<file path="config.mk">
export PLATFORM = sky130hd
export DESIGN_NAME = rx_status_top
export DESIGN_NICKNAME = d
export VERILOG_FILES = /design/src/inc/rx_status_pkg.sv /design/src/logic/rx_fifo.sv /design/src/logic/rx_addr_filter.sv /design/src/logic/rx_status_top.sv
export VERILOG_INCLUDE_DIRS = /design/src /design/src/inc
export SDC_FILE = /design/constraint.sdc
export NUM_CORES = 1
export LEC_CHECK = 0
export BUFFER_PORTS_ARGS = -buffer_cell sky130_fd_sc_hd__clkbuf_2
export CAP_MARGIN = 25
export CELL_PAD_IN_SITES_DETAIL_PLACEMENT = 1
export CELL_PAD_IN_SITES_GLOBAL_PLACEMENT = 1
export CORE_ASPECT_RATIO = 0.8
export CORE_UTILIZATION = 40
export CTS_BUF_LIST = sky130_fd_sc_hd__clkbuf_4 sky130_fd_sc_hd__clkbuf_8
export CTS_CLUSTER_SIZE = 40
export DETAILED_ROUTE_END_ITERATION = 8
export PLACE_DENSITY_LB_ADDON = 0.1
export SYNTH_ARGS = -nofsm -noshare
export SYNTH_HDL_FRONTEND = slang
export SYNTH_SLANG_ARGS = --single-unit
</file>
<file path="constraint.sdc">
create_clock -name mclk -period 2.41 [get_ports mclk]
set_clock_uncertainty 0.1 [all_clocks]
set_input_delay 0.3615 -clock mclk [delete_from_list [all_inputs] [get_ports mclk]]
set_output_delay 0.3615 -clock mclk [all_outputs]
set_load 0.02 [all_outputs]
</file>
<file path="src/inc/rx_status_map.svh">
// register map, field positions, reset values and sizes of the receive status block
//
// Summary of operation
// - with address detect on in 9-bit mode, accept only frames whose ninth bit is one
// - with address detect off, accept every frame; ninth bit left for software parity
// - in 8-bit mode the address detect enable has no effect on reception
// - framing error flag follows the frame shown; it changes after data read and next byte
// - overrun flag sets on overrun and clears when continuous receive is cleared
// - ninth bit of each frame is captured into a readable status bit
// - continuous receive keeps receiving until cleared or halted by an overrun, and overrides single receive
`ifndef RX_STATUS_MAP_SVH
`define RX_STATUS_MAP_SVH

// ****************************************
// register byte offsets
// ****************************************
`define RXS_STATUS_OFS 32'h0000_0000
`define RXS_DATA_OFS 32'h0000_0004

// ****************************************
// receive status/control field positions
// ****************************************
`define RXS_NINE_BIT 6
`define RXS_SINGLE_BIT 5
`define RXS_CONT_BIT 4
`define RXS_ADDR_BIT 3
`define RXS_FRAMING_ERROR_FLAG_BIT 2
`define RXS_OVERRUN_ERROR_FLAG_BIT 1
`define RXS_NINTH_RECEIVED_BIT_BIT 0

// ****************************************
// reset values and sizes
// ****************************************
`define RXS_CTRL_RESET 8'h00
`define RXS_DATA_RESET 8'h00
`define RXS_FIFO_DEPTH 4
`define RXS_FIFO_WIDTH 10

`endif

</file>
<file path="src/inc/rx_status_pkg.sv">
// types shared by the receive status block
package rx_status_pkg;

    // ****************************************
    // bus slave states
    // ****************************************
    typedef enum logic [1:0] {
        BUS_IDLE = 2'b01,
        BUS_ACCESS = 2'b10
    } bus_state_t;

endpackage

</file>
<file path="src/logic/rx_fifo.sv">
// small first-in first-out buffer held in flip-flops
`timescale 1ns/1ns
`default_nettype none
module rx_fifo #(
    parameter int WIDTH = 10,
    parameter int DEPTH = 4
) (
    // clock and reset
    input wire logic mclk,
    input wire logic rst_n,
    // filling side
    input wire logic in_valid,
    output logic in_ready,
    input wire logic [WIDTH-1:0] in_data,
    // draining side
    output logic out_valid,
    input wire logic out_ready,
    output logic [WIDTH-1:0] out_data
);
    localparam int AW = (DEPTH > 1) ? $clog2(DEPTH) : 1;
    localparam int CW = $clog2(DEPTH + 1);

    logic [WIDTH-1:0] mem [DEPTH];
    logic [AW-1:0] wr_ptr;
    logic [AW-1:0] rd_ptr;
    logic [CW-1:0] count;

    function automatic logic [AW-1:0] ptr_step(input logic [AW-1:0] ptr);
        ptr_step = (ptr == AW'(DEPTH - 1)) ? '0 : ptr + AW'(1);
    endfunction

    wire logic push = in_valid & in_ready;
    wire logic pop = out_valid & out_ready;
    assign in_ready = (count != CW'(DEPTH));
    assign out_valid = (count != '0);
    assign out_data = mem[rd_ptr];

    always_ff @(posedge mclk) begin
        if (push) begin
            mem[wr_ptr] <= in_data;
        end
    end

    always_ff @(posedge mclk or negedge rst_n) begin
        if (!rst_n) begin
            wr_ptr <= '0;
            rd_ptr <= '0;
            count <= '0;
        end else begin
            if (push) begin
                wr_ptr <= ptr_step(wr_ptr);
            end
            if (pop) begin
                rd_ptr <= ptr_step(rd_ptr);
            end
            if (push && !pop) begin
                count <= count + CW'(1);
            end else if (pop && !push) begin
                count <= count - CW'(1);
            end
        end
    end

    fifo_bound_a: assert property (@(posedge mclk) disable iff (!rst_n)
        (count <= CW'(DEPTH)) && ((count == CW'(DEPTH)) == !in_ready))
        else $error("fifo occupancy out of range");
    fifo_push_a: assert property (@(posedge mclk) disable iff (!rst_n)
        (push && !pop) |=> (count == $past(count) + CW'(1)))
        else $error("fifo push not counted");
endmodule
`default_nettype wire

</file>
<file path="src/logic/rx_addr_filter.sv">
// decides whether a received frame is kept, by address detection
`timescale 1ns/1ns
`default_nettype none
module rx_addr_filter (
    // clock and reset, for checks only
    input wire logic mclk,
    input wire logic rst_n,
    // mode
    input wire logic nine_bit_receive_enable,
    input wire logic address_detect_enable,
    // frame
    input wire logic ninth_bit,
    output logic accept
);
    wire logic detect_active = nine_bit_receive_enable & address_detect_enable;
    assign accept = !detect_active | ninth_bit;

    addr_only_a: assert property (@(posedge mclk) disable iff (!rst_n)
        (nine_bit_receive_enable && address_detect_enable) |-> (accept == ninth_bit))
        else $error("address frame filter wrong");
    eight_bit_a: assert property (@(posedge mclk) disable iff (!rst_n)
        !nine_bit_receive_enable |-> accept)
        else $error("8-bit frame dropped");
endmodule
`default_nettype wire

</file>
<file path="src/logic/rx_status_top.sv">
// receive status and address detect block with its register slave
`timescale 1ns/1ns
`default_nettype none
`include "rx_status_map.svh"
module rx_status_top #(
    parameter int FIFO_WIDTH = `RXS_FIFO_WIDTH,
    parameter int FIFO_DEPTH = `RXS_FIFO_DEPTH
) (
    // clock and reset
    input wire logic mclk,
    input wire logic rst_n,
    // register bus
    input wire logic hsel,
    input wire logic [31:0] haddr,
    input wire logic [1:0] htrans,
    input wire logic hwrite,
    input wire logic [2:0] hsize,
    input wire logic [31:0] hwdata,
    input wire logic hready,
    output logic [31:0] hrdata,
    output logic hreadyout,
    output logic hresp,
    // frames from the bit sampler
    input wire logic frame_valid,
    input wire logic [8:0] frame_data,
    input wire logic frame_error,
    // status toward the rest of the unit
    output logic receive_interrupt_flag,
    output logic nine_bit_receive_enable,
    output logic continuous_receive_enable
);
    // ****************************************
    // control and status state
    // ****************************************
    logic single_receive_enable;
    logic address_detect_enable;
    logic framing_error_flag;
    logic overrun_error_flag;
    logic ninth_received_bit;
    logic [7:0] receive_data_register;
    localparam logic [7:0] CTRL_RESET = `RXS_CTRL_RESET;

    // ****************************************
    // bus slave state
    // ****************************************
    rx_status_pkg::bus_state_t state;
    rx_status_pkg::bus_state_t next_state;
    logic [31:0] addr_q;
    logic write_q;

    wire logic bus_take = hsel & htrans[1] & hready & (state == rx_status_pkg::BUS_IDLE);
    wire logic in_access = (state == rx_status_pkg::BUS_ACCESS);
    wire logic hit_status = (addr_q == `RXS_STATUS_OFS);
    wire logic hit_data = (addr_q == `RXS_DATA_OFS);
    wire logic wr_status = in_access & write_q & hit_status;
    wire logic rd_data = in_access & !write_q & hit_data;
    wire logic unused_size = ^hsize;

    always_comb begin
        case (state)
            rx_status_pkg::BUS_IDLE: begin
                next_state = bus_take ? rx_status_pkg::BUS_ACCESS : rx_status_pkg::BUS_IDLE;
            end
            rx_status_pkg::BUS_ACCESS: begin
                next_state = rx_status_pkg::BUS_IDLE;
            end
            default: begin
                next_state = rx_status_pkg::BUS_IDLE;
            end
        endcase
    end

    // ****************************************
    // read value selection
    // ****************************************
    wire logic [7:0] status_value = {
        1'b0,
        nine_bit_receive_enable,
        single_receive_enable,
        continuous_receive_enable,
        address_detect_enable,
        framing_error_flag,
        overrun_error_flag,
        ninth_received_bit
    };
    wire logic [31:0] read_value = hit_status ? {24'h00_0000, status_value} :
        hit_data ? {24'h00_0000, receive_data_register} : 32'h0000_0000;

    always_ff @(posedge mclk or negedge rst_n) begin
        if (!rst_n) begin
            state <= rx_status_pkg::BUS_IDLE;
            addr_q <= 32'h0000_0000;
            write_q <= 1'b0;
            hreadyout <= 1'b1;
            hrdata <= 32'h0000_0000;
            hresp <= 1'b0;
        end else begin
            state <= next_state;
            hresp <= 1'b0;
            if (bus_take) begin
                addr_q <= haddr;
                write_q <= hwrite;
            end
            hreadyout <= !bus_take;
            if (in_access) begin
                hrdata <= write_q ? 32'h0000_0000 : read_value;
            end
        end
    end

    // ****************************************
    // frame intake
    // ****************************************
    logic frame_accept;
    logic fifo_in_ready;
    logic fifo_out_valid;
    logic [FIFO_WIDTH-1:0] fifo_out_data;

    // continuous or single receive keeps the receiver open; overrun halts it
    wire logic rx_active = (continuous_receive_enable | single_receive_enable) & !overrun_error_flag;
    wire logic frame_seen = frame_valid & rx_active;
    wire logic frame_take = frame_seen & frame_accept;
    wire logic fifo_in_valid = frame_take & fifo_in_ready;
    wire logic overrun_event = frame_take & !fifo_in_ready;
    wire logic [FIFO_WIDTH-1:0] fifo_in_data = FIFO_WIDTH'({frame_error, frame_data});
    wire logic hold_load = fifo_out_valid & !receive_interrupt_flag;
    wire logic clear_overrun = wr_status & !hwdata[`RXS_CONT_BIT];
    wire logic single_done = frame_take & !continuous_receive_enable;

    rx_addr_filter u_filter (
        .mclk(mclk),
        .rst_n(rst_n),
        .nine_bit_receive_enable(nine_bit_receive_enable),
        .address_detect_enable(address_detect_enable),
        .ninth_bit(frame_data[8]),
        .accept(frame_accept)
    );

    rx_fifo #(
        .WIDTH(FIFO_WIDTH),
        .DEPTH(FIFO_DEPTH)
    ) u_fifo (
        .mclk(mclk),
        .rst_n(rst_n),
        .in_valid(fifo_in_valid),
        .in_ready(fifo_in_ready),
        .in_data(fifo_in_data),
        .out_valid(fifo_out_valid),
        .out_ready(!receive_interrupt_flag),
        .out_data(fifo_out_data)
    );

    // ****************************************
    // control register
    // ****************************************
    always_ff @(posedge mclk or negedge rst_n) begin
        if (!rst_n) begin
            nine_bit_receive_enable <= CTRL_RESET[`RXS_NINE_BIT];
            continuous_receive_enable <= CTRL_RESET[`RXS_CONT_BIT];
            address_detect_enable <= CTRL_RESET[`RXS_ADDR_BIT];
        end else if (wr_status) begin
            nine_bit_receive_enable <= hwdata[`RXS_NINE_BIT];
            continuous_receive_enable <= hwdata[`RXS_CONT_BIT];
            address_detect_enable <= hwdata[`RXS_ADDR_BIT];
        end
    end

    // single receive ends after one kept frame unless continuous receive is on
    always_ff @(posedge mclk or negedge rst_n) begin
        if (!rst_n) begin
            single_receive_enable <= CTRL_RESET[`RXS_SINGLE_BIT];
        end else if (wr_status) begin
            single_receive_enable <= hwdata[`RXS_SINGLE_BIT];
        end else if (single_done) begin
            single_receive_enable <= 1'b0;
        end
    end

    // overrun: a new overrun wins over a clear in the same cycle
    always_ff @(posedge mclk or negedge rst_n) begin
        if (!rst_n) begin
            overrun_error_flag <= 1'b0;
        end else begin
            overrun_error_flag <= overrun_event | (overrun_error_flag & !clear_overrun);
        end
    end

    // ****************************************
    // holding register shown to software
    // ****************************************
    // error and ninth bit belong to the byte held, so they change only when it is replaced
    always_ff @(posedge mclk or negedge rst_n) begin
        if (!rst_n) begin
            receive_interrupt_flag <= 1'b0;
            receive_data_register <= `RXS_DATA_RESET;
            framing_error_flag <= 1'b0;
            ninth_received_bit <= 1'b0;
        end else if (hold_load) begin
            receive_interrupt_flag <= 1'b1;
            receive_data_register <= fifo_out_data[7:0];
            framing_error_flag <= fifo_out_data[9];
            ninth_received_bit <= fifo_out_data[8];
        end else if (rd_data) begin
            receive_interrupt_flag <= 1'b0;
        end
    end

    // ****************************************
    // checks
    // ****************************************
    addr_drop_a: assert property (@(posedge mclk) disable iff (!rst_n)
        (frame_valid && nine_bit_receive_enable && address_detect_enable && !frame_data[8])
        |-> !fifo_in_valid && !overrun_event)
        else $error("address-less frame kept");
    accept_all_a: assert property (@(posedge mclk) disable iff (!rst_n)
        (frame_valid && rx_active && !address_detect_enable) |-> (fifo_in_valid || overrun_event))
        else $error("frame lost with detect off");
    framing_error_flag_hold_a: assert property (@(posedge mclk) disable iff (!rst_n)
        $changed(framing_error_flag) |-> $past(hold_load))
        else $error("framing flag moved without new byte");
    framing_error_flag_value_a: assert property (@(posedge mclk) disable iff (!rst_n)
        (frame_take && fifo_in_ready && !fifo_out_valid && !receive_interrupt_flag)
        |=> ##1 (framing_error_flag == $past(frame_error, 2)))
        else $error("framing flag not taken from frame");
    overrun_error_flag_set_a: assert property (@(posedge mclk) disable iff (!rst_n)
        overrun_event |=> overrun_error_flag && !fifo_in_valid)
        else $error("overrun not flagged");
    overrun_error_flag_clear_a: assert property (@(posedge mclk) disable iff (!rst_n)
        (clear_overrun && !overrun_event) |=> !overrun_error_flag && !continuous_receive_enable)
        else $error("overrun not cleared");
    ninth_cap_a: assert property (@(posedge mclk) disable iff (!rst_n)
        hold_load |=> (ninth_received_bit == $past(fifo_out_data[8])) && receive_interrupt_flag)
        else $error("ninth bit not captured");
    cont_keeps_a: assert property (@(posedge mclk) disable iff (!rst_n)
        (frame_take && continuous_receive_enable && !wr_status)
        |=> continuous_receive_enable && (single_receive_enable == $past(single_receive_enable)))
        else $error("continuous receive stopped");
    single_once_a: assert property (@(posedge mclk) disable iff (!rst_n)
        (single_done && !wr_status) |=> !single_receive_enable)
        else $error("single receive not ended");
    bus_wait_a: assert property (@(posedge mclk) disable iff (!rst_n)
        bus_take |=> !hreadyout ##1 (hreadyout && !hresp))
        else $error("bus answer timing wrong");
    // receiver closed: nothing may enter the buffer or count as overrun
    rx_closed_a: assert property (@(posedge mclk) disable iff (!rst_n)
        (frame_valid && !continuous_receive_enable && !single_receive_enable)
        |-> !fifo_in_valid && !overrun_event)
        else $error("frame taken while receive off");
    overrun_error_flag_block_a: assert property (@(posedge mclk) disable iff (!rst_n)
        overrun_error_flag |-> !fifo_in_valid)
        else $error("frame taken during overrun");
    ninth_hold_a: assert property (@(posedge mclk) disable iff (!rst_n)
        $changed(ninth_received_bit) |-> $past(hold_load))
        else $error("ninth bit moved without new byte");
    data_read_a: assert property (@(posedge mclk) disable iff (!rst_n)
        (rd_data && receive_interrupt_flag) |=> !receive_interrupt_flag)
        else $error("data read did not free holding register");
endmodule
`default_nettype wire

</file>
### After elaboration in Yosys (flattened, before gate mapping)

Memories as Yosys holds them, arrays and structs flattened. A register that Yosys moved wholly into a read port is not among the register bits.
Index checks and enable logic that the tools add are counted.

| operators by class | value |
|---|---|
| mux-type cells | 15 |
| order comparisons | 0 |
| shifts and indexed selects | 0 |
| multiply operators | 0 |
| add/sub/neg operators | 4 |
| equal/unequal tests | 6 |
| reductions and logical operators | 19 |
| bitwise gates (word level) | 21 |
| div/mod/pow operators | 0 |

Operators with widths:

| operator | count |
|---|---|
| $eq 32x3->1 const B | 1 |
| $logic_not 32->1 | 1 |
| $mux 8 | 3 |
| $and 1x1->1 | 18 |
| $logic_not 1->1 | 12 |
| $mux 2 | 4 |
| $eq 2x2->1 const B | 3 |
| $mux 1 | 6 |
| $mux 3 | 2 |
| $reduce_bool 2->1 | 3 |
| $add 2x1->2 const B | 2 |
| $add 3x1->3 const B | 1 |
| $ne 3x3->1 const B | 1 |
| $or 1x1->1 | 3 |
| $reduce_bool 3->1 | 1 |
| $sub 3x1->3 const B | 1 |
| $eq 2x1->1 const B | 1 |
| $logic_and 1x1->1 | 2 |

| word-level totals | value |
|---|---|
| memory bits (read-only) | 0 |
| register bits after elaboration | 81 |
| latch bits | 0 |
| memory bits (writable) | 40 |
| word-level logic and storage cells | 80 |
| memories kept | 1 |
| input port bits | 85 |
| output and inout port bits | 37 |

Memories:

| memory | words | width | rd ports | clocked after memory_dff | wr ports | line | RTL |
|---|---|---|---|---|---|---|---|
| u_fifo.mem | 4 | 10 | 1 | 1 | 1 | rx_fifo.sv:23 | `logic [WIDTH-1:0] mem [DEPTH];` |

### Depth between registers and ports, before layout

Gate-level depths: netlist of the first run.

| logic depth | value |
|---|---|
| depth after elaboration | 10 |
| mapped depth | 10 |
| mapped depth without buffers | 9 |

### Modules after synthesis

From an unflattened synthesis of the first run, not the netlist that was laid out.

| second synthesis, totals | value |
|---|---|
| cell total of the unflattened synthesis | 283 |
| area, all modules | 4520.6 µm² |

Modules (own cells, without submodules):

| module | cells each | sequential area each (µm²) | instances | area each (µm²) |
|---|---|---|---|---|
| rx_status_top | 193 | 1503.9 | 1 | 2625.0 |
| rx_fifo | 89 | 1376.3 | 1 | 1888.1 |
| rx_addr_filter | 1 | 0.0 | 1 | 7.5 |

### Worst setup path before layout of the first run

Ideal clock, no wire load.

| timing | value |
|---|---|
| path type | reg2reg |
| start | reg receive_interrupt_flag |
| end | reg u_fifo.count[1] |
| clock period less this slack | 2300 ps |
| cell stages (with the launch flop) | 8 |
| setup time | 125 ps |
| arrival time | 2076 ps |
| data required time | 2185 ps |
| path buffers | 1 |
| setup slack | 110 ps |
| cell sequence | dfrtp_1 nor2_1 clkbuf_1 inv_1 ha_1 inv_1 fa_1 mux2_2 |

| on the way | value |
|---|---|
| word-level cells in the longest chain between the ends | 5 |
| elaborated cells on any way between the ends | 7 |
| those cells by class | 1 x mux; 1 x bitwise; 5 x reduce/logical |

RTL lines:

| what | line | RTL |
|---|---|---|
| from (decl) | rx_status_top.sv:28 | `output logic receive_interrupt_flag,` |
| from (signal assigned) | rx_status_top.sv:194 | `receive_interrupt_flag <= 1'b0;` |
| from (signal assigned) | rx_status_top.sv:199 | `receive_interrupt_flag <= 1'b1;` |
| from (signal assigned) | rx_status_top.sv:204 | `receive_interrupt_flag <= 1'b0;` |
| $logic_not 1->1 * | rx_status_top.sv:149 | `.out_ready(!receive_interrupt_flag),` |
| $and 1x1->1 * | rx_fifo.sv:33 | `wire logic pop = out_valid & out_ready;` |
| $logic_not 1->1 | rx_fifo.sv:56 | `if (push && !pop) begin` |
| $logic_and 1x1->1 | rx_fifo.sv:56 |  |
| $mux 3 or $reduce_bool 2->1 (tied branches) | - |  |
| to (signal assigned) | rx_fifo.sv:57 | `count <= count + CW'(1);` |
| to (signal assigned) | rx_fifo.sv:59 | `count <= count - CW'(1);` |
| to (decl) | rx_fifo.sv:26 | `logic [CW-1:0] count;` |

Mark *: on every way between the ends. The rest lies on a longest branch, timed or not.
A chain may end at the register's enable or synchronous reset.

### Worst setup path in the final report of the first run

| timing | value |
|---|---|
| start | reg overrun_error_flag |
| end | reg u_fifo.count[2] |

| on the way | value |
|---|---|
| word-level cells in the longest chain between the ends | 9 |
| elaborated cells on any way between the ends | 11 |
| those cells by class | 1 x mux; 5 x bitwise; 5 x reduce/logical |

RTL lines:

| what | line | RTL |
|---|---|---|
| from (decl) | rx_status_top.sv:38 | `logic overrun_error_flag;` |
| from (signal assigned) | rx_status_top.sv:184 | `overrun_error_flag <= overrun_event \| (overrun_error_flag & !clear_overrun);` |
| $logic_not 1->1 * | rx_status_top.sv:120 | `wire logic rx_active = (continuous_receive_enable \| single_receive_enable) & !overrun_error_flag;` |
| $and 1x1->1 * | rx_status_top.sv:120 |  |
| $and 1x1->1 * | rx_status_top.sv:121 | `wire logic frame_seen = frame_valid & rx_active;` |
| $and 1x1->1 * | rx_status_top.sv:122 | `wire logic frame_take = frame_seen & frame_accept;` |
| $and 1x1->1 * | rx_status_top.sv:123 | `wire logic fifo_in_valid = frame_take & fifo_in_ready;` |
| $and 1x1->1 * | rx_fifo.sv:32 | `wire logic push = in_valid & in_ready;` |
| net u_fifo.push | rx_fifo.sv:32 |  |
| $logic_not 1->1 | rx_fifo.sv:58 | `end else if (pop && !push) begin` |
| $logic_and 1x1->1 | rx_fifo.sv:58 |  |
| $reduce_bool 2->1 (no line) | - |  |

Mark *: on every way through the listed nets, which the timed path passes. The rest lies on a longest branch.

==> summary.txt, run 1 <==
Die
  – Die Width: 120.5 um
  – Site Rows: 34
  – Core area: 0.01089 mm^2
  – Io pins: 122
  – Die Ht: 96.81 um
  – Die area: 0.01167 mm^2
  – Initial core utilization: 41.27%

Pwr
  – P per Cell Area: 698.1 mW/mm^2
  – IR drop worst, VDD: 0.3939 mV
  – Static leakage: 2.212 nW

Detailed routing
  – Antenna-violating nets left: 0
  – WL/cell: 15.38 um
  – Initial DRC Count: 110
  – Routed WL: 7904 um
  – Via count: 2404
  – DRC: 0
  – Drt pass-1 iters: 4
  – Via density: 4.677

Cells and area
  – Layout cells sized above 1: 45.14%
  – FILL cells: 1093
  – Inserted Diodes: 0
  – Area grow syn2layout: 15.84%
  – Layout net count: 457
  – Commonest non-fill, non-tap cell in the layout: dfrtp_1
  – Most frequent cells in the layout: dfrtp_1 (65), clkbuf_2 (63), mux2_2 (51)
  – Sequential cell area: 0.002880 mm^2
  – Area of the multi-input gates: 0.001450 mm^2

Timing
  – Final Setup Violations: 0
  – Final hold violations: 0
  – Worst-margin pin slew: 0.6132 ns
  – Slew HR: 59.12%
  – Unrepaired setup endpoints after global routing: no
  – Total negative slack: 0 ns
  – Hold WS: 0.07353 ns
  – Pins Over Slew Limit: 0
  – Crit share post-route: 91.27%
  – Max Clock Freq: 454.7 MHz
  – Final min period: 2.199 ns

Global route
  – First-pass GRT wire length: 13380 um
  – Largest net degree at the start of global routing: 36
  – Initial antenna violation count: 0
  – GRT Resource Usage Total: 15.26%
  – Vias in the first global route: 2517
  – Overflow after GRT: 0

Placed design
  – Port bufs: 64
  – GP Congestion: 0.6889
  – Post-DP HPWL: 5897 um

Logic synthesis
  – Avg Inst Size Synth: 15.77 um^2
  – Mapped Area: 0.004494 mm^2
  – Distinct cell type count after synthesis: 33
  – Sequential area share after synthesis: 64.09%
  – Flops & latches, synth: 107
  – Yosys warns: 0
  – Mapped Cells: 285

Critical path
  – Startpoint class of the critical path: register
  – Worst Setup End Kind: register
  – Reg2Reg Setup Slack: 0.21 ns
  – Slowest cell on the critical path: dfrtp_1
  – Worst endpoint required time: 2.59 ns
  – Kind of critical path: register to register
  – Worst-path cell chain: nor2b_1, o221ai_1, a21oi_1, ha_1, inv_1, fa_1, xor2_1, nor2_1, xor2_1
  – Critical Path Fanout Max: 3
  – Cell mode on critical path: xor2_1
  – Worst Path Arrival: 2.38 ns
  – Worst path max stage delay: 0.41 ns

Clock network
  – Clk sink count: 107
  – CTS tree: done
  – Post-CTS sizing: 0
  – CTS buffer count: 9
  – # Post-CTS Setup Buffers: 0
  – Clock latency at the later pin of the worst-skew pair: 0.36 ns
  – Maximum root-to-sink buffer count: 2
  – H-tree Lvls: 3
  – Hold buffers post-CTS: 1
  – Clock Pin Slew Worst Setup and Hold Paths: 0.09 ns
  – CTS Root Buffer Type: clkbuf_8

Status
  – Status: completed

Flow run
  – Max Cap Violations: 0

Min path
  – Hold Crit Class: primary input to register
-- layout make-up --
| type | instances | area share (%) |
|---|---|---|
| clock buffers | 13 | 3.076 |
| clock inverters | 3 | 1.250 |
| inverters | 6 | 0.4326 |
| multi-input cells | 162 | 27.85 |
| flip-flops and latches | 107 | 55.32 |
| well taps | 144 | 3.461 |
| repair buffers | 79 | 8.604 |
-- kinds of logic after synthesis --
family	synth area share [%]
XOR/XNOR	0.5847
adder cells (fa/ha/maj)	2.116
AND/OR/NAND/NOR	5.317
multiplexers	19.57
buffers and inverters	5.651
other	0.08344
flip-flops	64.09
AO/OA/AOI/OAI	2.589
-- Yosys cell counts, drive strengths merged --
master | count | area share, %
a21oi | 1 | 0.11
and2 | 4 | 0.56
buf | 28 | 4.6
clkbuf | 6 | 0.50
conb | 1 | 0.083
dfrtp | 65 | 36
dfstp | 2 | 1.2
edfxtp | 40 | 27
fa | 1 | 0.45
ha | 6 | 1.7
inv | 6 | 0.50
mux2 | 51 | 13
mux2i | 8 | 1.8
mux4 | 10 | 5.0
nand2 | 12 | 1.0
nand2b | 4 | 0.56
nand3 | 1 | 0.11
nand4 | 3 | 0.42
nor2 | 5 | 0.42
nor2b | 2 | 0.28
nor3 | 2 | 0.22
nor4 | 8 | 1.4
o21ai | 11 | 1.9
o221ai | 1 | 0.19
o41ai | 2 | 0.39
or2 | 1 | 0.14
or4 | 1 | 0.17
xnor2 | 1 | 0.19
xor2 | 2 | 0.39
-- critical path: cells and delay by family, from the launching register on --
kind                       cells  cell delay (ns)
xor gates and xnor gates       2             0.31
and+or+nand+nor                2             0.26
buffers and inverters          1             0.06
AOI/OAI and AO/OA              2             0.39
DFF                            1             0.41
adders and majority gates      2             0.59
-- report_power, final --
group	total [mW]	internal (mW)	switching, mW
Combinational	0.337	0.175	0.162
Sequential	2.09	2.02	0.0695
Clock	1.21	0.648	0.563
Total	3.63	2.84	0.794
-- stage by stage --
step | std cells | power, mW | util, % | setup WS (ns) | instance area (um^2)
after global placement | 497 | 2.453 | 45.65 | 0.1392 | 4971
after CTS | 514 | 3.693 | 47.81 | 0.1818 | 5206
after floorplan | 309 | 2.360 | - | 0.1097 | 4584
after detailed placement | 497 | 2.471 | 45.65 | 0.1174 | 4971
final | 514 | 3.634 | 47.81 | 0.2105 | 5206
after global routing | 514 | 3.812 | 47.81 | 0.04132 | 5206
-- metal layers --
metal	wire (um)	GRT usage, %	part of all wire, %
met1	3892	22.02	49
met2	3613	22.55	46
met3	322	4.422	4.1
met4	76	3.989	0.96
met5	0	0	0
-- registers in the layout (all words and copies together) (netlist names) --
register,flops
overrun_error_flag,1
single_receive_enable,1
hreadyout,1
addr_q,32
receive_data_register,8
u_fifo.mem,40
address_detect_enable,1
u_fifo.wr_ptr,2
continuous_receive_enable,1
u_fifo.count,3
hrdata,8
nine_bit_receive_enable,1
write_q,1
framing_error_flag,1
state,2
receive_interrupt_flag,1
ninth_received_bit,1
u_fifo.rd_ptr,2
-- final timing paths --
path | cells past startpoint | from | end
setup / recovery | 9 | overrun_error_flag | u_fifo.count[2]
hold / removal | 2 | htrans[1] | state[0]
setup reg to reg | 9 | overrun_error_flag | u_fifo.count[2]
hold reg to reg | 2 | hrdata[0] | hrdata[0]
max in group asynchronous | 3 | rst_n | hrdata[1]
min in group asynchronous | 2 | rst_n | addr_q[22]
No activity file was read; power rests on OpenSTA's default activity.
==> run 2, diff against run 1 <==
- ABC_AREA: unset -> 1
- CORE_UTILIZATION: 40 -> 37
==> summary.txt, run 2 <==
Critical path
  – Worst endpoint required time: 2.58 ns (about the same)
  – Reg2Reg Capture Point: u_fifo.count[2]
  – Critical Path Fanout Max: 5 (+2)
  – R2R Path Start: continuous_receive_enable
  – CP top delay family: adder cells
  – Worst-path cell chain: nor2_1, nor2_1, nand3_1, nor2_2, ha_1, inv_1, fa_1, a21oi_1, o21ai_0, xor2_1
  – FF-to-FF path depth: 10 (+1)
  – Slowest cell on the critical path: dfrtp_1
  – Worst Path Arrival: 2.30 ns (-0.08 ns)
  – Startpoint class of the critical path: register
  – Worst path max stage delay: 0.44 ns (+0.03 ns)
  – Kind of critical path: register to register
  – Worst Setup End Kind: register
  – Reg2Reg Setup Slack: 0.28 ns (+0.07 ns)
  – Buf/Inv on CP: 1 (unchanged)
  – Cell mode on critical path: nor2_1

Timing
  – Final Setup Violations: 0 (unchanged)
  – Final min period: 2.127 ns (-0.07238 ns)
  – Slew HR: 59.57% (+0.46 points)
  – Max Clock Freq: 470.1 MHz (+3.4%)
  – Pins Over Slew Limit: 0 (unchanged)
  – Total negative slack: 0 ns (unchanged)
  – Final hold violations: 0 (unchanged)
  – Unrepaired setup endpoints after global routing: no
  – Worst-margin pin slew: 0.6057 ns (-0.007520 ns)
  – Crit share post-route: 88.26% (-3.0 points)

Logic synthesis
  – Synth Flop Type: dfrtp_1
  – Sequential area share after synthesis: 60.96% (-3.1 points)
  – Post-synth EDFFs: 40 (unchanged)
  – Synth top cells by count: nand2_1 (128), nor2_1 (67), dfrtp_1 (65), edfxtp_1 (40)
  – Synth area leader: dfrtp_1
  – Mapped Cells: 478 (+68%)
  – Asr flop ratio synth: 62.62% (unchanged)
  – Top-area cell type share of the netlist area: 34.43% (-1.8 points)
  – Mapped Area: 0.004725 mm^2 (+5.1%)
  – Distinct cell type count after synthesis: 34 (+3.0%)
  – Top-count cell post-synth: nand2_1
  – Avg Inst Size Synth: 9.884 um^2 (-37%)
  – Yosys warns: 0 (unchanged)
  – Synth area leaders: dfrtp_1 (34%), edfxtp_1 (25%), nand2_1 (10%), nor2_1 (5.3%), buf_4 (4.4%)
  – Flops & latches, synth: 107 (unchanged)

Clock network
  – CTS tree: done
  – CTS Root Buffer Type: clkbuf_8
  – CTS buffer count: 9 (unchanged)
  – # Post-CTS Setup Buffers: 0 (unchanged)
  – Clock Pin Slew Worst Setup and Hold Paths: 0.10 ns (about the same)
  – H-tree Lvls: 3 (unchanged)
  – Clk sink count: 107 (unchanged)
  – Maximum root-to-sink buffer count: 2 (unchanged)
  – Clock latency at the later pin of the worst-skew pair: 0.38 ns (+0.02 ns)

Cells and area
  – Most frequent cells in the layout: nand2_1 (128), nor2_1 (67), dfrtp_1 (65)
  – Post-Route Utilization: 43.47% (-4.3 points)
  – Max FFs per register: 40 (unchanged)
  – Biggest register: u_fifo.mem
  – Commonest non-fill, non-tap cell in the layout: nand2_1
  – Area grow syn2layout: 13.14%
  – Final instance area: 0.005345 mm^2 (+2.7%)
  – Layout net count: 639 (+40%)
  – Layout cells sized above 1: 20.65% (-24 points)
  – Inserted Diodes: 0 (unchanged)
  – Biggest regs: u_fifo.mem x40, addr_q x32

Global route
  – Largest net degree at the start of global routing: 37 (+2.8%)
  – Overflow after GRT: 0 (unchanged)
  – GRT Resource Usage Total: 17.69% (+2.4 points)
  – Initial antenna violation count: 0 (unchanged)
  – Vias in the first global route: 3568 (+42%)
  – First-pass GRT wire length: 17490 um (+31%)

Placed design
  – Post-DP HPWL: 7643 um (+30%)
  – Post-Place Cell Area: 0.005142 mm^2 (+3.4%)
  – GP Congestion: 0.7654 (+11%)
  – Port bufs: 64 (unchanged)

Min path
  – HP Start: haddr[30]
  – End point of the worst hold path: addr_q[30]
  – Hold Crit Class: primary input to register
  – WHS Path Cells: 3 (+1)

Detailed routing
  – DRC: 0 (unchanged)
  – Via count: 3341 (+39%)
  – Routed WL: 10550 um (+33%)
  – Drt pass-1 iters: 4 (unchanged)
  – Antenna-violating nets left: 0 (unchanged)
  – WL/cell: 14.59 um (-5.2%)
  – Via density: 4.621 (-1.2%)
  – Initial DRC Count: 153 (+39%)

Die
  – Die Width: 128.3 um (+6.5%)
  – Core area: 0.01230 mm^2 (+13%)
  – Site Rows: 36 (+5.9%)
  – Io pins: 122 (unchanged)
  – Initial core utilization: 38.42% (-2.8 points)
  – Die Ht: 103.1 um (+6.5%)
  – Die area: 0.01323 mm^2 (+13%)

Pwr
  – PnR Total Power: 3.904 mW (+7.4%)
  – Static leakage: 2.471 nW (+12%)
  – P per Cell Area: 730.3 mW/mm^2 (+4.6%)
  – IR drop worst, VDD: 0.3230 mV (-18%)

Status
  – Status: completed

Flow run
  – Max Cap Violations: 0 (unchanged)
[run 2: how the worst max path moves through the flow]
stage / start / endpoint / slack (ns) / cells after the start
after global routing: continuous_receive_enable / u_fifo.count[2] / 0.03 / 10
final: continuous_receive_enable / u_fifo.count[2] / 0.28 / 10
after floorplan: continuous_receive_enable / u_fifo.count[2] / 0.25 / 10
after CTS: continuous_receive_enable / u_fifo.count[2] / 0.26 / 10
after global placement: frame_data[8] / u_fifo.count[2] / 0.34 / 10
after detailed placement: frame_data[8] / u_fifo.count[2] / 0.27 / 10
[run 2: cell families after synthesis]
kind of cell / share of synthesized area, %
simple gates: 22.46
xor+xnor: 0.3708
other cells: 0.07937
mux: 0.2383
buf+inv: 8.051
flops: 60.96
fa+ha+maj: 2.013
compound gates: 5.826
[run 2: power breakdown]
group          total, mW  internal, mW  switching, mW  leakage [nW]
clock               1.08         0.499          0.585        0.0954
combinational      0.585         0.217          0.367          1.20
sequential          2.24          2.11          0.128          1.18
total               3.90          2.82           1.08          2.47
[run 2: what timing repair did]
item | CTS | global route
gates resized for setup | 0 | 0
hold buffers | 1 | 0
hold endpoints to repair | 18 | 0
[run 2: tightest hold or removal path, cell delays in order]
cell      delay [ns]
clkbuf_2        0.07
nand2_1         0.04
nand2_1         0.04
[run 2: final cells by class]
class,count,area [um^2]
clock inverters,5,53.80
inverters,21,78.83
well taps,171,214.0
fillers,1444,6952
multi-input cells,332,1554
flip-flops and latches,107,2880
repair buffers,76,425.4
clock buffers,11,138.9
[run 2: metrics by stage]
step / std cells / hold slack [ns] / worst slack (ns)
final: 723 / 0.06593 / 0.2829
after global placement: 706 / 0.2545 / 0.3375
after CTS: 723 / 0.04400 / 0.2637
after floorplan: 502 / -0.03409 / 0.2506
after global routing: 723 / 0.06314 / 0.03048
after detailed placement: 706 / 0.2613 / 0.2661
[run 2: layer usage]
layer / wire length (um) / GRT usage, % / up-vias / share of wire [%]
met4: 128 / 5.611 / 0 / 1.2
met5: 0 / 0 / - / 0
met1: 5188 / 22.71 / 1620 / 49
met2: 4859 / 29.85 / 69 / 46
li1: - / - / 1643 / -
met3: 368 / 4.152 / 9 / 3.5
